--- config.mk ---
export PLATFORM = sky130hd
export DESIGN_NAME = cfgsr_ctrl
export DESIGN_NICKNAME = d
export VERILOG_FILES = /design/src/cfgsr_pkg.sv /design/src/cfgsr_fifo.sv /design/src/cfgsr_ctrl.sv
export SDC_FILE = /design/constraint.sdc
export NUM_CORES = 1
export LEC_CHECK = 0
export ABC_AREA = 1
export BUFFER_PORTS_ARGS = -buffer_cell sky130_fd_sc_hd__buf_4
export CAP_MARGIN = 25
export CELL_PAD_IN_SITES_DETAIL_PLACEMENT = 1
export CELL_PAD_IN_SITES_GLOBAL_PLACEMENT = 1
export CORE_MARGIN = 1
export CORE_UTILIZATION = 30
export DETAILED_ROUTE_END_ITERATION = 6
export PLACE_DENSITY = 0.61
export SETUP_SLACK_MARGIN = 0.2
export SYNTH_ARGS = -nofsm -noshare
export SYNTH_HDL_FRONTEND = slang
export SYNTH_SLANG_ARGS = --single-unit
--- constraint.sdc ---
create_clock -name i_ref_clk -period 3.8 [get_ports i_ref_clk]
set_input_delay 0.76 -clock i_ref_clk [delete_from_list [all_inputs] [get_ports i_ref_clk]]
set_output_delay 0.76 -clock i_ref_clk [all_outputs]
set_load 0.02 [all_outputs]
--- src/cfgsr_pkg.sv ---
// Constants and types for the configuration start-up and readback control
package cfgsr_pkg;

  // ****************************************
  // Timing
  // ****************************************
  localparam int unsigned CLK_PERIOD_NS     = 10;
  localparam int unsigned TIMEGEN_PERIOD_NS = 1000;
  localparam int unsigned TIMEGEN_CYCLES    = TIMEGEN_PERIOD_NS / CLK_PERIOD_NS;
  localparam int unsigned FILTER_TICKS      = 2;
  localparam int unsigned CLEAR_TICKS       = 160;
  localparam int unsigned CLEAR_CYCLES      = CLEAR_TICKS * TIMEGEN_CYCLES;
  localparam int unsigned RECOVER_NS        = 6000;
  localparam int unsigned RECOVER_CYCLES    =
    (RECOVER_NS + CLK_PERIOD_NS - 1) / CLK_PERIOD_NS;
  localparam int unsigned DUMMY_BITS        = 2;

  // ****************************************
  // Pin synchroniser layout
  // ****************************************
  localparam int unsigned PIN_COUNT = 5;
  localparam int unsigned PIN_DONE  = 0;
  localparam int unsigned PIN_SCLK  = 1;
  localparam int unsigned PIN_TRIG  = 2;
  localparam int unsigned PIN_PWR   = 3;
  localparam int unsigned PIN_RST   = 4;
  localparam logic [4:0]  PIN_IDLE  = 5'h19;

  // ****************************************
  // Types
  // ****************************************
  typedef enum logic [1:0] {
    RB_ON_COMMAND,
    RB_ONCE,
    RB_NEVER
  } cfgsr_rb_mode_t;

  typedef enum logic [2:0] {
    ST_CLEAR,
    ST_LOAD,
    ST_START,
    ST_OUT_EN,
    ST_OPERATE,
    ST_POWER_DOWN
  } cfgsr_state_t;

  typedef enum logic [1:0] {
    RB_IDLE,
    RB_DUMMY,
    RB_FETCH,
    RB_SHIFT
  } cfgsr_rb_state_t;

endpackage

--- src/cfgsr_fifo.sv ---
// Readback frame FIFO with valid and ready on both sides
`timescale 1ns/1ps
module cfgsr_fifo #(
  parameter int unsigned WIDTH = 16,
  parameter int unsigned DEPTH = 16
) (
  input  wire logic             i_ref_clk,
  input  wire logic             i_reset_n,
  input  wire logic             i_in_valid,
  input  wire logic [WIDTH-1:0] i_in_data,
  output logic                  o_in_ready,
  output logic                  o_out_valid,
  output logic      [WIDTH-1:0] o_out_data,
  input  wire logic             i_out_ready
);

  localparam int unsigned AW = (DEPTH > 1) ? $clog2(DEPTH) : 1;

  logic [WIDTH-1:0] mem_r [DEPTH];
  logic [AW-1:0]    wr_ptr_r;
  logic [AW-1:0]    rd_ptr_r;
  logic [AW:0]      count_r;
  logic [AW:0]      count_nxt;
  logic             push;
  logic             pop;

  assign push       = i_in_valid && o_in_ready;
  assign pop        = o_out_valid && i_out_ready;
  assign o_out_data = mem_r[rd_ptr_r];

  always_comb begin
    count_nxt = count_r;
    if (push && !pop) begin
      count_nxt = count_r + (AW+1)'(1);
    end else if (pop && !push) begin
      count_nxt = count_r - (AW+1)'(1);
    end
  end

  always_ff @(posedge i_ref_clk) begin
    if (push) begin
      mem_r[wr_ptr_r] <= i_in_data;
    end
  end

  // Pointers wrap explicitly so a depth that is not a power of two works
  always_ff @(posedge i_ref_clk) begin
    if (!i_reset_n) begin
      wr_ptr_r    <= '0;
      rd_ptr_r    <= '0;
      count_r     <= '0;
      o_in_ready  <= 1'b1;
      o_out_valid <= 1'b0;
    end else begin
      if (push) begin
        wr_ptr_r <= (wr_ptr_r == AW'(DEPTH - 1)) ? '0 : wr_ptr_r + AW'(1);
      end
      if (pop) begin
        rd_ptr_r <= (rd_ptr_r == AW'(DEPTH - 1)) ? '0 : rd_ptr_r + AW'(1);
      end
      count_r     <= count_nxt;
      o_in_ready  <= count_nxt != (AW+1)'(DEPTH);
      o_out_valid <= count_nxt != '0;
    end
  end

endmodule

--- src/cfgsr_ctrl.sv ---
// Post-load start-up, readback, reprogram and power-down control
`timescale 1ns/1ps
module cfgsr_ctrl #(
  parameter int unsigned CLEAR_CYCLES = cfgsr_pkg::CLEAR_CYCLES,
  parameter int unsigned FRAME_BITS   = 16,
  parameter int unsigned FRAME_COUNT  = 4,
  parameter int unsigned FIFO_DEPTH   = 16
) (
  input  wire logic                  i_ref_clk,
  input  wire logic                  i_reset_n,
  input  wire logic                  i_ext_reset_n,
  input  wire logic                  i_power_down_n,
  input  wire logic                  i_read_trigger,
  input  wire logic                  i_config_shift_clock,
  input  wire logic                  i_done_program_pin,
  input  wire logic                  i_load_done,
  input  wire logic                  i_osc_used,
  input  wire logic                  i_done_pullup_sel,
  input  wire logic [1:0]            i_readback_mode,
  input  wire logic                  i_frame_valid,
  input  wire logic [FRAME_BITS-1:0] i_frame_data,
  output logic                       o_frame_ready,
  output logic                       o_user_logic_run,
  output logic                       o_user_reset,
  output logic                       o_outputs_enable,
  output logic                       o_done,
  output logic                       o_done_program_out,
  output logic                       o_done_program_oe_n,
  output logic                       o_done_pullup_en,
  output logic                       o_osc_enable,
  output logic                       o_osc_connect,
  output logic                       o_clear_mem,
  output logic                       o_mode_sample,
  output logic                       o_readback_active,
  output logic                       o_read_data
);

  localparam int unsigned CW  = $clog2(CLEAR_CYCLES + 1);
  localparam int unsigned TW  = $clog2(cfgsr_pkg::TIMEGEN_CYCLES + 1);
  localparam int unsigned RW  = $clog2(cfgsr_pkg::RECOVER_CYCLES + 1);
  localparam int unsigned BW  = $clog2(FRAME_BITS + 1);
  localparam int unsigned FW  = $clog2(FRAME_COUNT + 1);

  // ****************************************
  // Pin synchronisers
  // ****************************************
  logic [4:0] pin_raw;
  logic [4:0] sync1_r;
  logic [4:0] sync2_r;
  logic [4:0] sync3_r;
  logic [4:0] stable_r;
  logic [4:0] prev_r;
  logic       sclk_rise;
  logic       trig_rise;
  logic       dp_high;
  logic       pd_n;
  logic       rst_n;

  assign pin_raw = {i_ext_reset_n, i_power_down_n, i_read_trigger,
                    i_config_shift_clock, i_done_program_pin};

  // A level counts only once stages two and three agree
  always_ff @(posedge i_ref_clk) begin
    if (!i_reset_n) begin
      sync1_r  <= cfgsr_pkg::PIN_IDLE;
      sync2_r  <= cfgsr_pkg::PIN_IDLE;
      sync3_r  <= cfgsr_pkg::PIN_IDLE;
      stable_r <= cfgsr_pkg::PIN_IDLE;
      prev_r   <= cfgsr_pkg::PIN_IDLE;
    end else begin
      sync1_r  <= pin_raw;
      sync2_r  <= sync1_r;
      sync3_r  <= sync2_r;
      stable_r <= (sync2_r & ~(sync2_r ^ sync3_r)) | (stable_r & (sync2_r ^ sync3_r));
      prev_r   <= stable_r;
    end
  end

  assign sclk_rise = stable_r[cfgsr_pkg::PIN_SCLK] && !prev_r[cfgsr_pkg::PIN_SCLK];
  assign trig_rise = stable_r[cfgsr_pkg::PIN_TRIG] && !prev_r[cfgsr_pkg::PIN_TRIG];
  assign dp_high   = stable_r[cfgsr_pkg::PIN_DONE];
  assign pd_n      = stable_r[cfgsr_pkg::PIN_PWR];
  assign rst_n     = stable_r[cfgsr_pkg::PIN_RST];

  // ****************************************
  // Internal timing generator and request filter
  // ****************************************
  cfgsr_pkg::cfgsr_state_t state_r;
  cfgsr_pkg::cfgsr_state_t state_nxt;
  logic [TW-1:0] tick_cnt_r;
  logic          tick;
  logic [1:0]    filt_cnt_r;
  logic          req_src;
  logic          reprog_req;
  logic          armed_r;

  assign tick = tick_cnt_r == TW'(cfgsr_pkg::TIMEGEN_CYCLES - 1);

  always_ff @(posedge i_ref_clk) begin
    if (!i_reset_n || tick) begin
      tick_cnt_r <= '0;
    end else begin
      tick_cnt_r <= tick_cnt_r + TW'(1);
    end
  end

  // Only a high seen after done arms reprogram, so a pin held low stays harmless
  always_ff @(posedge i_ref_clk) begin
    if (!i_reset_n || state_r != cfgsr_pkg::ST_OPERATE) begin
      armed_r <= 1'b0;
    end else if (dp_high) begin
      armed_r <= 1'b1;
    end
  end

  assign req_src = (state_r == cfgsr_pkg::ST_OPERATE && armed_r && !dp_high)
                || (!rst_n && (state_r == cfgsr_pkg::ST_LOAD
                || state_r == cfgsr_pkg::ST_START || state_r == cfgsr_pkg::ST_OUT_EN));

  // Low must be seen on three ticks in a row: two to three tick periods
  always_ff @(posedge i_ref_clk) begin
    if (!i_reset_n || !req_src) begin
      filt_cnt_r <= '0;
    end else if (tick && filt_cnt_r != 2'(cfgsr_pkg::FILTER_TICKS)) begin
      filt_cnt_r <= filt_cnt_r + 2'(1);
    end
  end

  assign reprog_req = req_src && tick && filt_cnt_r == 2'(cfgsr_pkg::FILTER_TICKS);

  // ****************************************
  // Recovery from an invalid control state
  // ****************************************
  logic          rst_was_high_r;
  logic [RW-1:0] rec_cnt_r;
  logic          recover;

  assign recover = rec_cnt_r == RW'(cfgsr_pkg::RECOVER_CYCLES - 1);

  always_ff @(posedge i_ref_clk) begin
    if (!i_reset_n) begin
      rst_was_high_r <= 1'b0;
      rec_cnt_r      <= '0;
    end else begin
      if (recover) begin
        rst_was_high_r <= 1'b0;
      end else if (rst_n) begin
        rst_was_high_r <= 1'b1;
      end
      if (rst_was_high_r && !rst_n && !dp_high && !recover) begin
        rec_cnt_r <= rec_cnt_r + RW'(1);
      end else begin
        rec_cnt_r <= '0;
      end
    end
  end

  // ****************************************
  // Configuration state machine
  // ****************************************
  logic          resume_r;
  logic          cfg_ok_r;
  logic          step;
  logic [CW-1:0] clear_cnt_r;

  // Power-up resume has no shift clock, so it steps on timer ticks
  assign step = resume_r ? tick : sclk_rise;

  always_comb begin
    state_nxt = state_r;
    unique case (state_r)
      cfgsr_pkg::ST_CLEAR: begin
        if (clear_cnt_r == CW'(CLEAR_CYCLES - 1)) begin
          state_nxt = cfgsr_pkg::ST_LOAD;
        end
      end
      cfgsr_pkg::ST_LOAD: begin
        if (i_load_done && sclk_rise) begin
          state_nxt = cfgsr_pkg::ST_START;
        end
      end
      cfgsr_pkg::ST_START: begin
        if (step) begin
          state_nxt = cfgsr_pkg::ST_OUT_EN;
        end
      end
      cfgsr_pkg::ST_OUT_EN: begin
        if (step) begin
          state_nxt = cfgsr_pkg::ST_OPERATE;
        end
      end
      cfgsr_pkg::ST_OPERATE: begin
        state_nxt = state_r;
      end
      cfgsr_pkg::ST_POWER_DOWN: begin
        if (pd_n) begin
          state_nxt = cfg_ok_r ? cfgsr_pkg::ST_START : cfgsr_pkg::ST_CLEAR;
        end
      end
    endcase
    if (reprog_req || recover) begin
      state_nxt = cfgsr_pkg::ST_CLEAR;
    end
    if (!pd_n) begin
      state_nxt = cfgsr_pkg::ST_POWER_DOWN;
    end
  end

  always_ff @(posedge i_ref_clk) begin
    if (!i_reset_n) begin
      state_r     <= cfgsr_pkg::ST_CLEAR;
      clear_cnt_r <= '0;
      resume_r    <= 1'b0;
      cfg_ok_r    <= 1'b0;
    end else begin
      state_r     <= state_nxt;
      clear_cnt_r <= (state_nxt == cfgsr_pkg::ST_CLEAR && state_r == cfgsr_pkg::ST_CLEAR)
                     ? clear_cnt_r + CW'(1) : '0;
      if (state_r == cfgsr_pkg::ST_POWER_DOWN && state_nxt == cfgsr_pkg::ST_START) begin
        resume_r <= 1'b1;
      end else if (state_nxt == cfgsr_pkg::ST_OPERATE || state_nxt == cfgsr_pkg::ST_CLEAR) begin
        resume_r <= 1'b0;
      end
      if (state_nxt == cfgsr_pkg::ST_OPERATE) begin
        cfg_ok_r <= 1'b1;
      end else if (state_nxt == cfgsr_pkg::ST_CLEAR) begin
        cfg_ok_r <= 1'b0;
      end
    end
  end

  // ****************************************
  // Start-up and pin outputs
  // ****************************************
  // Storage reset follows the synchronised reset pin, so it lags the pin by five clocks
  always_ff @(posedge i_ref_clk) begin
    if (!i_reset_n) begin
      o_user_logic_run    <= 1'b0;
      o_user_reset        <= 1'b1;
      o_outputs_enable    <= 1'b0;
      o_done              <= 1'b0;
      o_done_program_out  <= 1'b0;
      o_done_program_oe_n <= 1'b0;
      o_done_pullup_en    <= 1'b0;
      o_osc_enable        <= 1'b0;
      o_osc_connect       <= 1'b0;
      o_clear_mem         <= 1'b1;
      o_mode_sample       <= 1'b0;
    end else begin
      o_user_logic_run    <= state_nxt inside {cfgsr_pkg::ST_START, cfgsr_pkg::ST_OUT_EN,
                                               cfgsr_pkg::ST_OPERATE};
      o_user_reset        <= state_nxt != cfgsr_pkg::ST_OPERATE || !rst_n;
      o_outputs_enable    <= state_nxt inside {cfgsr_pkg::ST_OUT_EN,
                                               cfgsr_pkg::ST_OPERATE};
      o_done              <= state_nxt == cfgsr_pkg::ST_OPERATE;
      o_done_program_out  <= 1'b0;
      o_done_program_oe_n <= state_nxt inside {cfgsr_pkg::ST_OPERATE,
                                               cfgsr_pkg::ST_POWER_DOWN};
      o_done_pullup_en    <= i_done_pullup_sel && state_nxt != cfgsr_pkg::ST_CLEAR
                             && state_nxt != cfgsr_pkg::ST_POWER_DOWN;
      o_osc_enable        <= i_osc_used && !(state_nxt inside {cfgsr_pkg::ST_CLEAR,
                                               cfgsr_pkg::ST_POWER_DOWN});
      o_osc_connect       <= i_osc_used && (state_nxt inside {cfgsr_pkg::ST_START,
                             cfgsr_pkg::ST_OUT_EN, cfgsr_pkg::ST_OPERATE});
      o_clear_mem         <= state_nxt == cfgsr_pkg::ST_CLEAR;
      o_mode_sample       <= state_r == cfgsr_pkg::ST_CLEAR
                             && state_nxt == cfgsr_pkg::ST_LOAD;
    end
  end

  // ****************************************
  // Readback
  // ****************************************
  cfgsr_pkg::cfgsr_rb_state_t rb_state_r;
  logic                  rb_used_r;
  logic                  rb_permit;
  logic [1:0]            dummy_cnt_r;
  logic [BW-1:0]         bit_cnt_r;
  logic [FW-1:0]         frame_cnt_r;
  logic [FRAME_BITS-1:0] shreg_r;
  logic                  fifo_valid;
  logic [FRAME_BITS-1:0] fifo_data;

  // Frames hold program bits and captured storage state side by side
  cfgsr_fifo #(
    .WIDTH (FRAME_BITS),
    .DEPTH (FIFO_DEPTH)
  ) u_frame_fifo (
    .i_ref_clk   (i_ref_clk),
    .i_reset_n   (i_reset_n),
    .i_in_valid  (i_frame_valid),
    .i_in_data   (i_frame_data),
    .o_in_ready  (o_frame_ready),
    .o_out_valid (fifo_valid),
    .o_out_data  (fifo_data),
    .i_out_ready (rb_state_r == cfgsr_pkg::RB_FETCH)
  );

  assign rb_permit = (i_readback_mode == 2'(cfgsr_pkg::RB_ON_COMMAND))
                  || (i_readback_mode == 2'(cfgsr_pkg::RB_ONCE) && !rb_used_r);

  always_ff @(posedge i_ref_clk) begin
    if (!i_reset_n || state_r == cfgsr_pkg::ST_CLEAR) begin
      rb_used_r <= 1'b0;
    end else if (rb_state_r == cfgsr_pkg::RB_DUMMY) begin
      rb_used_r <= 1'b1;
    end
  end

  // Shift-clock edges that land while a frame is still missing are lost
  always_ff @(posedge i_ref_clk) begin
    if (!i_reset_n || state_r != cfgsr_pkg::ST_OPERATE) begin
      rb_state_r        <= cfgsr_pkg::RB_IDLE;
      dummy_cnt_r       <= '0;
      bit_cnt_r         <= '0;
      frame_cnt_r       <= '0;
      shreg_r           <= '0;
      o_read_data       <= 1'b1;
      o_readback_active <= 1'b0;
    end else begin
      unique case (rb_state_r)
        cfgsr_pkg::RB_IDLE: begin
          if (trig_rise && rb_permit) begin
            rb_state_r        <= cfgsr_pkg::RB_DUMMY;
            dummy_cnt_r       <= '0;
            frame_cnt_r       <= '0;
            o_read_data       <= 1'b1;
            o_readback_active <= 1'b1;
          end
        end
        cfgsr_pkg::RB_DUMMY: begin
          if (sclk_rise) begin
            if (dummy_cnt_r == 2'(cfgsr_pkg::DUMMY_BITS - 1)) begin
              rb_state_r <= cfgsr_pkg::RB_FETCH;
            end else begin
              dummy_cnt_r <= dummy_cnt_r + 2'(1);
            end
          end
        end
        cfgsr_pkg::RB_FETCH: begin
          if (fifo_valid) begin
            shreg_r     <= fifo_data;
            o_read_data <= !fifo_data[FRAME_BITS-1];
            bit_cnt_r   <= '0;
            rb_state_r  <= cfgsr_pkg::RB_SHIFT;
          end
        end
        cfgsr_pkg::RB_SHIFT: begin
          if (sclk_rise) begin
            if (bit_cnt_r != BW'(FRAME_BITS - 1)) begin
              shreg_r     <= {shreg_r[FRAME_BITS-2:0], 1'b0};
              o_read_data <= !shreg_r[FRAME_BITS-2];
              bit_cnt_r   <= bit_cnt_r + BW'(1);
            end else if (frame_cnt_r == FW'(FRAME_COUNT - 1)) begin
              rb_state_r        <= cfgsr_pkg::RB_IDLE;
              o_read_data       <= 1'b1;
              o_readback_active <= 1'b0;
            end else begin
              frame_cnt_r <= frame_cnt_r + FW'(1);
              rb_state_r  <= cfgsr_pkg::RB_FETCH;
            end
          end
        end
      endcase
    end
  end
endmodule

==> summary by stage, run 1 <==
Clocking
The cell chosen for the clock root is sky130_fd_sc_hd__clkbuf_16. Counting along the longest clock path gives a buffer depth of 3. At the later pin of the worst-skew pair, clock insertion delay measures 0.55 ns.

In this run the post-CTS setup repair buffer count came out at 0. The number of clock buffers added by TritonCTS is 42. TritonCTS built the clock tree.

The number of clock sinks seen by CTS is approximately 380. The number of levels the H-tree was split into is 2. The count of cells resized by post-cts repair is 0. After clock tree synthesis, the flow added hold-fix buffers numbering 0. Clock-pin slew was measured on the worst setup and hold paths at 0.06 ns.

Layout
The finished cells cover 17700 um^2. The layout net count is about 1500. The synthesis-to-finish area growth is 15.9%.

After filler insertion, the fill cell instance count of the layout stands at approximately 5600. The number of antenna diodes in the final layout is 0. The register area is 10100 um^2.

In the final layout, the share of cells above drive strength 1 is between 10% and 20%. The share of the core filled with cells in the final layout is approximately a third. The multi-input combinational cells in the finished layout cover a total of roughly 4500 um^2.

STA
On the final layout, the worst hold slack is approximately 0.39 ns. Setup repair after global routing left no endpoint under its margin. Setup violations remaining at the end of the flow were counted as 0. The share of the cycle needed by the critical path after routing is between 60% and 70%. After layout, the worst setup slack is about 1.4 ns. The number of endpoints with negative hold slack in the final report is 0. The minimum period implied by the final worst setup slack is between 2 and 2.5 ns. The setup TNS is 0 ns. The relative slew slack is roughly 33%. For the pin with the worst max-slew slack, the measured transition is between 1 and 1.5 ns. The final max-slew violation count is 0.

The clock skew after layout is ~0.018 ns. Derived from the worst setup path, the maximum achievable clock frequency is just over 400 MHz.

Min path
The path class of the tightest hold or removal check is in2reg. The worst hold path terminates at sync1_r[2]$_SDFF_PN0_. The worst hold path passes through 3 cells. The startpoint of the worst hold path is i_read_trigger.

Logic synthesis
Yosys mapped the design onto 46 distinct sky130hd cell types. The synthesis warning total is 0. Synthesis produced a netlist with a net count of 1452. The number of storage elements in the synthesis netlist is 377. Dividing the synthesized area by the synthesized cell count gives 10.9 um^2. In the synthesized netlist, the number of instances is about 1400. After synthesis the cells add up to roughly 15000 um^2. Sequential elements use roughly two thirds of the synthesized area.

GRT
Entering global routing, the biggest net connects 67 pins. For met2 alone, demand over resource in global routing was about a quarter. In the global route stage, met1 resource usage came out at around a fifth. The number of global-route vias before repair is around 11000. The total track usage is approximately 15%. In the global route stage, met3 resource usage came out at about 2.5%.

The overflow left after global routing is 0. The initial antenna violation count is 0. met2 is the most crowded layer.

The first global-routing pass estimated about 60 mm of wire.

Floorplanning
The height of the chip is approximately 230 um. The area of the placeable core is 50200 um^2. For this design the top-level I/O count stands at 43. Once the floorplan was initialized, standard cells occupied a little under a third of the core. In this run the core area contains 82 standard-cell rows. The x dimension of the die is ~230 um. The die footprint is 51800 um^2.

Place
The placer congestion estimate is between 0.7 and 0.8. The quantity of I/O buffers inserted on ports is 41. Detailed placement ended at an HPWL of approximately 24 mm. The pre-CTS worst setup slack is around 1.0 ns. After detailed placement, the total cell area comes to between 15000 and 20000 um^2.

Pwr
Power spread over the standard cell area amounts to between 500 and 600 nW/um^2. In this run the static leakage power is just over 6 nW. The maximum ir drop on the vdd rail is 0.267 mV.

Critical path
The data arrival time of the worst path is around 2.8 ns. The slowest stage of the critical path is the sky130_fd_sc_hd__dfxtp_2 cell. The worst-case register-to-register setup slack is approximately 1.4 ns. The endpoint of the most critical register-to-register path is shreg_r[3]$_SDFFE_PP0P_. The dominant delay contributor by cell family on the critical path is flip-flops. For the worst flop-to-flop path, the logic depth is 8. The highest cell delay on the worst timing path is around 0.72 ns. The worst setup path is captured at a register. STA puts the critical path data required time at roughly 4.2 ns.

The highest fanout seen on the critical path is 51. Walking the worst path, the cells encountered are inv_1 > buf_4 > o21ai_0 > o22ai_1 > o211ai_1 > nand3_1 > nand2_1 > a21oi_1. The critical path buffer and inverter count is 2. The worst setup path is launched from a register. The critical path is of the reg2reg type.

Detailed routing
The post-detailed-routing wire length is a little under 40 mm. After detailed routing, the average wire length per cell comes to 17.9 um. The remaining routing DRC violations is 0.

The count of nets left with antenna violations once routing finished came out at 0. The pre-antenna-repair detailed-routing pass consisted of 4 iterations. After the first detailed-routing iteration, the DRC count stood at 552. The detailed router placed between 10000 and 15000 vias in this run. The vias per cell is between 4 and 5.

Status
The run finished with clean final reports.

Run
Max-cap violations in this run came to 0.
==> report_power, final <==
group	switching [mW]	internal [mW]	total (mW)
clock network	1.62	2.28	3.90
logic	0.554	0.232	0.786
registers	0.0620	4.49	4.56
==> cell type report <==
class / instances / share of cell area [%]
flip-flops and latches: 377 / 57.2
clock buffers: 47 / 6.22
clock inverters: 28 / 1.21
inverters: 100 / 2.14
repair buffers: 62 / 2.90
multi-input cells: 863 / 25.6
well taps: 672 / 4.75
==> worst max path at each step <==
stage | to | depth (start not counted)
6_report | shreg_r[3]$_SDFFE_PP0P_ | 8
4_1_cts | bit_cnt_r[3]$_SDFFE_PP0P_ | 11
2_1_floorplan | u_frame_fifo.mem_r[0][0]$_DFFE_PP_ | 4
3_5_place_dp | u_frame_fifo.mem_r[2][8]$_DFFE_PP_ | 5
5_1_grt | shreg_r[7]$_SDFFE_PP0P_ | 8
3_3_place_gp | u_frame_fifo.mem_r[2][10]$_DFFE_PP_ | 5
==> state kept, by name (all words and copies together) (netlist names), 4 cells and up, named ones only <==
register,flops
u_frame_fifo.count_r,5
sync1_r,5
clear_cnt_r,14
sync3_r,5
bit_cnt_r,5
sync2_r,5
u_frame_fifo.mem_r,256
rec_cnt_r,10
tick_cnt_r,7
u_frame_fifo.rd_ptr_r,4
u_frame_fifo.wr_ptr_r,4
shreg_r,15
==> cell usage in the layout, fill, tap and decap left out, types with 20 or more instances in the layout <==
| cell | synthesis | routed |
|---|---|---|
| sky130_fd_sc_hd__nor2_1 | 252 | 236 |
| sky130_fd_sc_hd__dfxtp_1 | 121 | 118 |
| sky130_fd_sc_hd__edfxtp_1 | 256 | 256 |
| sky130_fd_sc_hd__o211ai_1 | 30 | 30 |
| sky130_fd_sc_hd__o21ai_0 | 149 | 149 |
| sky130_fd_sc_hd__a21oi_1 | 53 | 53 |
| sky130_fd_sc_hd__clkbuf_16 | 0 | 43 |
| sky130_fd_sc_hd__nand3_1 | 60 | 60 |
| sky130_fd_sc_hd__buf_4 | 3 | 58 |
| sky130_fd_sc_hd__nand2_1 | 134 | 134 |
| sky130_fd_sc_hd__inv_1 | 88 | 87 |
| sky130_fd_sc_hd__nor2_2 | 4 | 20 |
| sky130_fd_sc_hd__o221ai_1 | 35 | 35 |
==> synthesized netlist by cell type, drive strengths merged <==
library cell	number	area (um^2)
xnor2	3	26.3
o221ai	35	307
ha	16	200
nand3b	1	7.51
buf	20	115
inv	98	370
and2	1	6.26
nand2	144	581
and3	2	12.5
nor4	2	12.5
xor2	11	96.3
o22ai	19	119
a211oi	4	30.0
o211ai	30	225
dfxtp	121	2420
a21oi	53	265
o21ai	155	780
clkinv	2	7.51
nor2	271	1150
o21a	1	7.51
or2	15	93.8
nand3	64	340
clkbuf	47	176
o31ai	2	15.0
nor3b	6	45.0
edfxtp	256	7690
nand4	5	46.3
nor3	20	105
conb	1	3.75
a21boi	1	7.51
maj3	1	10.0
==> cell families (layout without fill, tap and decap cells) <==
kind of cell / count (synthesis) / after routing / share of synthesized area [%]
fa+ha+maj: 17 / 17 / 1.38
xor+xnor: 14 / 14 / 0.803
flops: 377 / 377 / 66.2
other cells: 1 / 1 / 0.0246
simple gates: 531 / 531 / 15.7
buf+inv: 167 / 237 / 4.38
compound gates: 300 / 300 / 11.5
==> tightest hold or removal path: cells and delay by family <==
kind | cells | cell delay [ns]
buffers and inverters | 2 | 0.12
and+or+nand+nor | 1 | 0.04
==> metrics by stage <==
step / std cells / total power [mW]
after floorplan: 1407 / 5.18
after global placement: 2071 / 5.43
after detailed placement: 2071 / 5.45
after CTS: 2146 / 9.38
after global routing: 2149 / 9.61
final: 2149 / 9.24
==> metal layers <==
| metal | vias to the layer above | part of all wire [%] |
|---|---|---|
| met1 | 5115 | 46 |
| met4 | 0 | 2.3 |
| met3 | 51 | 3.8 |
| li1 | 4990 | - |
| met5 | - | 0 |
| met2 | 159 | 47 |
Note: power is estimated with default switching activity, not from simulation.
==> run 2, diff against run 1 <==
==> constraint.sdc (replaced) <==
create_clock -name i_ref_clk -period 2.3 [get_ports i_ref_clk]
set_input_delay 0.46 -clock i_ref_clk [delete_from_list [all_inputs] [get_ports i_ref_clk]]
set_output_delay 0.46 -clock i_ref_clk [all_outputs]
set_load 0.02 [all_outputs]
==> run 2 against run 1 <==
  * Sequential cell count unchanged
  * Total power increased by 71%
  * Die area unchanged
  * Sequential share of layout area decreased by 1.7 points
  * Maximum frequency increased by 22%
  * Global-route usage increased by 0.64 points
  * Final cell count increased by 1.8%
  * Non-clock buffer count increased by 36
  * Clock power increased by 74%
  * Final area increased by 3.1%
  * First-iteration DRC count increased by 0.72%
  * Sequential power increased by 65%
  * Critical path type unchanged
  * Highest routed layer unchanged
==> summary by stage, run 2 (synthesis gave the netlist of run 1 again) <==
Floorplanning
The x dimension of the die is between 200 and 250 um. The floorplan step defined a die boundary enclosing between 50000 and 60000 um^2. In this run the standard cell core region covers around 50000 um^2. The die is roughly 230 um tall. The row count is 82. For this configuration, the core starts out at a cell density of a little over 30%.

The top-level I/O count is 43.

Critical path
For the worst setup path, the data arrival time is approximately 2.4 ns. STA classifies the critical path startpoint as a register. Setup slack on the worst reg-to-reg path comes out at 0.31 ns. The type of the worst setup path is reg2reg. Measured in cells, the most critical reg-to-reg path has a length of 8. The critical path goes through clkinv_2 > buf_4 > o21ai_0 > o22ai_1 > o211ai_1 > nand3_1 > nand2_1 > a21oi_1. The highest cell delay on the worst timing path is 0.47 ns.

The cell with the largest stage delay on the worst path is sky130_fd_sc_hd__dfxtp_4. The kind of end point of the critical path is a register. For the worst setup path, the data required time is 2.71 ns.

The highest fanout seen on the critical path is 30. The endpoint of the most critical register-to-register path is shreg_r[13]$_SDFFE_PP0P_.

Status
The flow ran to the end, and the final reports show no timing, DRC or antenna violations.

STA
The final critical path takes up approximately 86% of the cycle. For the pin with the worst max-slew slack, the measured transition is between 0.7 and 0.8 ns. The clock skew after layout is approximately 0.032 ns.

Setup violations remaining at the end of the flow were counted as 0. The relative slew slack is a little under half. The clock period could shrink to a little under 2 ns.

Based on the critical path, the design can be clocked at up to 504 MHz. Setup repair after global routing could not meet its margin everywhere. Adding up every negative setup slack in the final design gives 0 ns.

The number of endpoints with negative hold slack in the final report is 0. The final max-slew violation count is 0.

GRT
The maximum number of pins on one net before global-route repair is 57. The number of global-route vias before repair is about 11000. For this run the aggregate overflow at the end of global routing stands at 0. The initial antenna violation count is 1. The first global-routing pass estimated 62.0 mm of wire. The total track usage is 15.7%.

Place
The total cell area at the placement stage is roughly 17000 um^2. The sum of net half-perimeters after detailed placement is approximately 25 mm. The congestion estimate from routability-driven global placement came to ~0.75. The quantity of I/O buffers inserted on ports is between 40 and 50.

Layout
The net count of the finished layout is 1528. The top cell types in the final layout, fill and taps aside, are 256 x sky130_fd_sc_hd__edfxtp_1, 232 x sky130_fd_sc_hd__nor2_1, 148 x sky130_fd_sc_hd__o21ai_0. The largest registers in the layout are u_frame_fifo.mem_r: 256 flops, shreg_r: 15 flops, clear_cnt_r: 14 flops. The filler cells instantiated in the layout total around 5500. After routing the design area is around 18000 um^2. The synthesis-to-finish area growth is 19.4%. The register with the most flip-flops in the layout has between 200 and 300 of them. The share of cells above drive strength 1 is between 10% and 20%.

Leaving out fill and tap cells, the most frequent cell in the layout is sky130_fd_sc_hd__edfxtp_1. The register containing the most flip-flops in the final layout is u_frame_fifo.mem_r.

Clocking
The number of buffers created by CTS is 43. The number of clock sinks seen by CTS is around 380. In this run the deepest clock path goes through 3 buffers. The TritonCTS clock tree is yes. The clock latency on the worst-skew pair is about 0.56 ns.

The cell chosen for the clock root is sky130_fd_sc_hd__clkbuf_16. Clock-pin slew was measured on the worst setup and hold paths at approximately 0.06 ns. For this design, the CTS-stage hold fixing added 0 buffers. In this run the number of H-tree levels came out at 2.

Detailed routing
For this block, the via count after detailed routing is 10600. The remaining antenna violation count is 0. The first detailed-routing pass took 4 iterations.

The post-detailed-routing wire length is 40.3 mm. The iteration-0 DRC count of the detailed router is about 560. In the routed design, unresolved DRC markers number 0. In the final routed layout, each cell accounts on average for 18.4 um. Using the TritonRoute via totals, the vias-per-cell ratio works out to between 4 and 5.

Pwr
Summed over all cells, the static leakage comes to 6.33 nW. The worst-case IR drop observed on VDD is around 0.52 mV. The power density over the cells is between 800 and 900 nW/um^2.

Min path
The startpoint identified for the worst hold timing path is i_read_trigger. The worst hold path was traced through 3 stages. The type of the worst min-delay path is in2reg. The worst-case hold path end point is sync1_r[2]$_SDFF_PN0_.

Run
Max-cap violations in this run came to 0.
run 2: changes by cell type in the layout (fill, tap and decap cells not counted), moves of 4 or more:
| cell | change |
|---|---|
| sky130_fd_sc_hd__buf_4 | +28 |
| sky130_fd_sc_hd__clkinv_1 | -4 |
| sky130_fd_sc_hd__clkbuf_8 | +6 |
| sky130_fd_sc_hd__nor2_1 | -4 |
| sky130_fd_sc_hd__buf_12 | +10 |
| sky130_fd_sc_hd__clkbuf_1 | +5 |
| sky130_fd_sc_hd__dfxtp_1 | -4 |
run 2: repair_timing:
action	4_1_cts	5_1_grt
endpoints found under the setup margin	14	33
endpoints found under the hold margin	0	0
pin swaps	0	7
cloned	0	1
gates resized for setup	0	23
setup buffers	2	4
run 2: critical path: cells and delay by family (launching register included):
| family | cells | cell delay (ns) |
|---|---|---|
| AO/OA/AOI/OAI | 4 | 0.62 |
| flip-flops | 1 | 0.47 |
| AND/OR/NAND/NOR | 2 | 0.35 |
| buffers and inverters | 2 | 0.39 |
run 2: cell type report:
cell class,instances,area (um^2),share of cell area (%)
sequential,377,10100,55.5
tap,672,841,4.61
multi-input combinational,863,4590,25.2
clock buffer,59,1230,6.73
antenna,1,2.50,0.0137
clock inverter,18,180,0.988
timing repair buffer,98,891,4.88
inverter,100,379,2.08
run 2: power breakdown:
part	internal (mW)	leakage, nW	switching [mW]
Sequential	7.43	3.30	0.106
Combinational	0.544	2.34	0.962
Clock	4.06	0.692	2.73
Total	12.0	6.33	3.80
run 2: how the worst max path moves through the flow:
stage / startpoint / end / slack [ns] / cells past startpoint
floorplan: u_frame_fifo.o_in_ready$_SDFF_PN1_ / u_frame_fifo.mem_r[0][0]$_DFFE_PP_ / 0.30 / 4
global placement: clear_cnt_r[0]$_SDFF_PN0_ / clear_cnt_r[9]$_SDFF_PN0_ / 0.13 / 11
detailed placement: clear_cnt_r[0]$_SDFF_PN0_ / clear_cnt_r[9]$_SDFF_PN0_ / 0.03 / 11
CTS: register / shreg_r[1]$_SDFFE_PP0P_ / 0.28 / 8
global route: tick_cnt_r[0]$_SDFF_PP0_ / clear_cnt_r[10]$_SDFF_PN0_ / 0.14 / 14
finish: register / shreg_r[13]$_SDFFE_PP0P_ / 0.31 / 8
run 2: stage by stage:
step | total power, mW | setup slack [ns] | instances | hold WS [ns] | utilization (%)
after floorplan | 8.55 | 0.301 | 1407 | 0.390 | -
after global placement | 8.98 | 0.130 | 2103 | 0.397 | 33.2
after detailed placement | 9.01 | 0.0253 | 2103 | 0.404 | 33.2
after CTS | 15.9 | 0.280 | 2182 | 0.0419 | 36.1
after global routing | 16.4 | 0.139 | 2187 | 0.0600 | 36.3
final | 15.8 | 0.314 | 2188 | 0.0810 | 36.4
run 2: per-layer routing:
metal | track usage, % | vias up | part of all wire [%]
met1 | 19.7 | 5289 | 45
met5 | 0 | - | 0
met2 | 26.9 | 170 | 48
li1 | - | 5063 | -
met3 | 3.06 | 69 | 4.5
met4 | 5.91 | 0 | 3.1
==> run 3, diff against run 2 <==
--- a/config.mk
+++ b/config.mk
@@ -8,12 +8,12 @@
 export ABC_AREA = 1
 export BUFFER_PORTS_ARGS = -buffer_cell sky130_fd_sc_hd__buf_4
 export CAP_MARGIN = 25
-export CELL_PAD_IN_SITES_DETAIL_PLACEMENT = 1
-export CELL_PAD_IN_SITES_GLOBAL_PLACEMENT = 1
+export CELL_PAD_IN_SITES_DETAIL_PLACEMENT = 0
+export CELL_PAD_IN_SITES_GLOBAL_PLACEMENT = 2
 export CORE_MARGIN = 1
 export CORE_UTILIZATION = 30
 export DETAILED_ROUTE_END_ITERATION = 6
-export PLACE_DENSITY = 0.61
+export PLACE_DENSITY = 0.69
 export SETUP_SLACK_MARGIN = 0.2
 export SYNTH_ARGS = -nofsm -noshare
 export SYNTH_HDL_FRONTEND = slang
==> constraint.sdc (replaced) <==
create_clock -name i_ref_clk -period 1.91 [get_ports i_ref_clk]
set_input_delay 0.382 -clock i_ref_clk [delete_from_list [all_inputs] [get_ports i_ref_clk]]
set_output_delay 0.382 -clock i_ref_clk [all_outputs]
set_load 0.02 [all_outputs]
==> run 3 against run 2 <==
  * Sequential power up 21%
  * Count of clock-buffer cells in the layout decreased by 4
  * Clock power grew 19%
  * Critical path type unchanged
  * Register-to-register slack got worse by 0.24 ns
  * Setup slack worse by 0.24 ns
  * Die area unchanged
==> summary by stage, run 3 (synthesis gave the netlist of run 1 again) <==
Critical path
The worst setup path is captured at a register. Traced cell by cell, the critical path runs through ha_4 > inv_4 > nor2_4 > nand3_4 > nor2_4 > nand2_2 > nand2_4 > nor2_4 > nand2_2 > nand2_4 > nor2_8 > nand4_4 > buf_12 > a21oi_2. Data on the critical path arrives at its endpoint at roughly 2.3 ns. The slowest stage of the critical path belongs to the cell sky130_fd_sc_hd__dfxtp_2. The startpoint type of the worst setup path is a register.

The dominant cell type by count on the critical path is sky130_fd_sc_hd__nor2_4. By startpoint and endpoint, the worst setup path is classified as reg2reg. The worst register-to-register path has a depth of 14.

The highest fanout seen on the critical path is 7. For the worst setup path, the data required time is ~2.4 ns. For flop-to-flop paths, the worst setup slack is 0.08 ns. For this run, the slowest stage of the critical path takes ~0.35 ns.

STA
The setup-violating endpoint count in the final report is 0. The number of endpoints with negative hold slack in the final report is 0. The slew at the pin closest to its max-slew limit is ~0.52 ns. The clock skew after layout is about 0.016 ns. Summed over all failing endpoints, the final setup total negative slack is 0 ns. Headroom to the max-slew limit came out at between 60 and 70%. The upper clock frequency limit is 546 MHz.

The minimum period implied by the final worst setup slack is roughly 1.8 ns. After layout, the worst path uses between 90% and 100% of the clock period. Setup repair after global routing could not meet its margin everywhere. The final max-slew violation count is 0.

Detailed routing
The routed via count is between 10000 and 15000. Dividing the detail-routed via count by the number of cells gives approximately 4.8. The post-detailed-routing wire length is ~43 mm. In the routed design, unresolved DRC markers number 0. The remaining antenna violation count is 0. The average wire per standard cell is roughly 19 um. The iteration-0 DRC count of the detailed router is 661.

The first detailed-routing pass took 5 iterations.

Layout
The library cells used most frequently in the layout, excluding fill and tap cells, are 256 x sky130_fd_sc_hd__edfxtp_1, 196 x sky130_fd_sc_hd__nor2_1, 113 x sky130_fd_sc_hd__nand2_1. The share of cells above drive strength 1 is roughly 30%. The count of filler cells inserted in the layout is approximately 4700.

The register with the most flip-flops in the layout has between 200 and 300 of them. The register containing the most flip-flops in the final layout is u_frame_fifo.mem_r. The layout net count is about 1600. 0 antenna diodes ended up in the layout. The library cell used most frequently in the layout, excluding fill and tap cells, is sky130_fd_sc_hd__edfxtp_1. The synthesis-to-finish area growth is 33.3%.

Cells fill 40.6% of the core in the end. In the final layout, the registers with the most flip-flops are u_frame_fifo.mem_r: 256 flops, shreg_r: 15 flops, clear_cnt_r: 14 flops.

Pwr
The power density over the cells is between 900 and 1000 nW/um^2. The maximum ir drop on the vdd rail is 0.557 mV. The reported leakage power is roughly 7 nW. The design draws 19.6 mW.

Run
The max-capacitance violation count is 0.

Clocking
The worst-case clock buffer depth is 3. The TritonCTS clock tree is yes. The clock drives 377 sinks. Clock latency on the worst-skew pair, taken at its later pin, is ~0.56 ns. The number of levels the H-tree was split into is 2.

The clock transition at the registers of the reported paths is 0.06 ns. The cell chosen for the clock root is sky130_fd_sc_hd__clkbuf_16. Buffers inserted during clock tree synthesis total between 40 and 50.

GRT
The number of global-route vias before repair is ~10000. The maximum number of pins on one net before global-route repair is 54. The total overflow left after global routing is 0.

The first global-routing pass estimated ~61 mm of wire. Global routing consumed, over all layers together, between 10% and 20% of the routing resources. The initial antenna violation count is 1.

Floorplanning
The die is between 200 and 250 um tall. The row count is 82. The die covers approximately 52000 um^2. For this design the top-level I/O count stands at 43.

The initial utilization of the core area, before any placement, comes to 30.4%. Measured along the x axis, the die boundary spans approximately 230 um. The area of the placeable core is roughly 50000 um^2.

Min path
The type of the worst min-delay path is in2reg. The number of stages on the worst hold path is 3.

Place
The sum of net half-perimeters after detailed placement is between 20 and 25 mm. During placement, the flow inserted port buffers numbering a little over 40. At the end of routability-driven placement, the weighted congestion stood at roughly 0.77.

Status
The run finished with clean final reports.
## run 3: cell types whose count changed in the layout (fill, tap and decap cells not counted), moves of 13 or more
cell                        previous run  this run
sky130_fd_sc_hd__o21ai_0             148        76
sky130_fd_sc_hd__o21ai_1               6        46
sky130_fd_sc_hd__nor2_1              232       196
sky130_fd_sc_hd__o21ai_2               1        30
sky130_fd_sc_hd__nor2_4               15        39
sky130_fd_sc_hd__nand2_1             133       113
sky130_fd_sc_hd__nand3_1              58        40
sky130_fd_sc_hd__buf_12               11        28
sky130_fd_sc_hd__clkbuf_16            45        60
sky130_fd_sc_hd__nand3_2               6        20
sky130_fd_sc_hd__buf_4                86        99
sky130_fd_sc_hd__buf_6                 0        13
sky130_fd_sc_hd__nand2_2               7        20
## run 3: area by class of cell
cell class	count	area, um^2	share of cell area [%]
flip-flops and latches	377	10100	49.8
multi-input cells	863	5330	26.2
repair buffers	177	2280	11.2
clock buffers	55	1180	5.82
well taps	672	841	4.13
inverters	100	400	1.97
clock inverters	20	181	0.892
## run 3: path summary, 6_finish.rpt
| kind | start | endpoint |
|---|---|---|
| max | tick_cnt_r[1]$_SDFF_PP0_ | clear_cnt_r[10]$_SDFF_PN0_ |
| min | i_done_pullup_sel | o_done_pullup_en$_SDFF_PN0_ |
| max reg2reg | tick_cnt_r[1]$_SDFF_PP0_ | clear_cnt_r[10]$_SDFF_PN0_ |
| min reg2reg | sync1_r[4]$_SDFF_PN1_ | sync2_r[4]$_SDFF_PN1_ |
## run 3: worst max-delay path: cells and delay by family, from the launching register on
kind | cells | cell delay (ns)
buffers and inverters | 2 | 0.24
DFF | 1 | 0.35
AOI/OAI and AO/OA | 1 | 0.10
and+or+nand+nor | 10 | 0.92
adders and majority gates | 1 | 0.15
## run 3: per-stage QoR
step                      instances  setup WS (ns)  instance area (um^2)  hold WS [ns]
after global placement         2116       0.000908                 17100         0.395
after global routing           2264        -0.0477                 20300        0.0636
after detailed placement       2116        -0.0228                 17100         0.400
after floorplan                1407         0.0217                 15400         0.390
final                          2264         0.0786                 20300        0.0492
after CTS                      2222         0.0829                 19100        0.0179
## run 3: repair_timing
item / in CTS / in global routing
pin swaps: 31 / 114
buffers inserted: 18 / 24
endpoints found under the hold margin: 6 / 0
hold buffers: 6 / 0
endpoints found under the setup margin: 49 / 75
resized for setup: 67 / 250
cloned: 7 / 19
## run 3: per-layer routing
layer | wire length [um] | share of wire [%] | global-route usage, % | vias up
met5 | 9 | 0.021 | 0 | -
met4 | 1030 | 2.4 | 5.43 | 2
met3 | 1890 | 4.4 | 2.52 | 61
met2 | 20400 | 48 | 25.9 | 203
met1 | 19500 | 46 | 21.2 | 5429
li1 | - | - | - | 5264
## run 3: power by group
| part | switching [mW] | internal (mW) | total [mW] |
|---|---|---|---|
| Sequential | 0.139 | 8.95 | 9.09 |
| Clock | 3.30 | 4.77 | 8.07 |
| Combinational | 1.40 | 1.05 | 2.46 |
| Total | 4.84 | 14.8 | 19.6 |
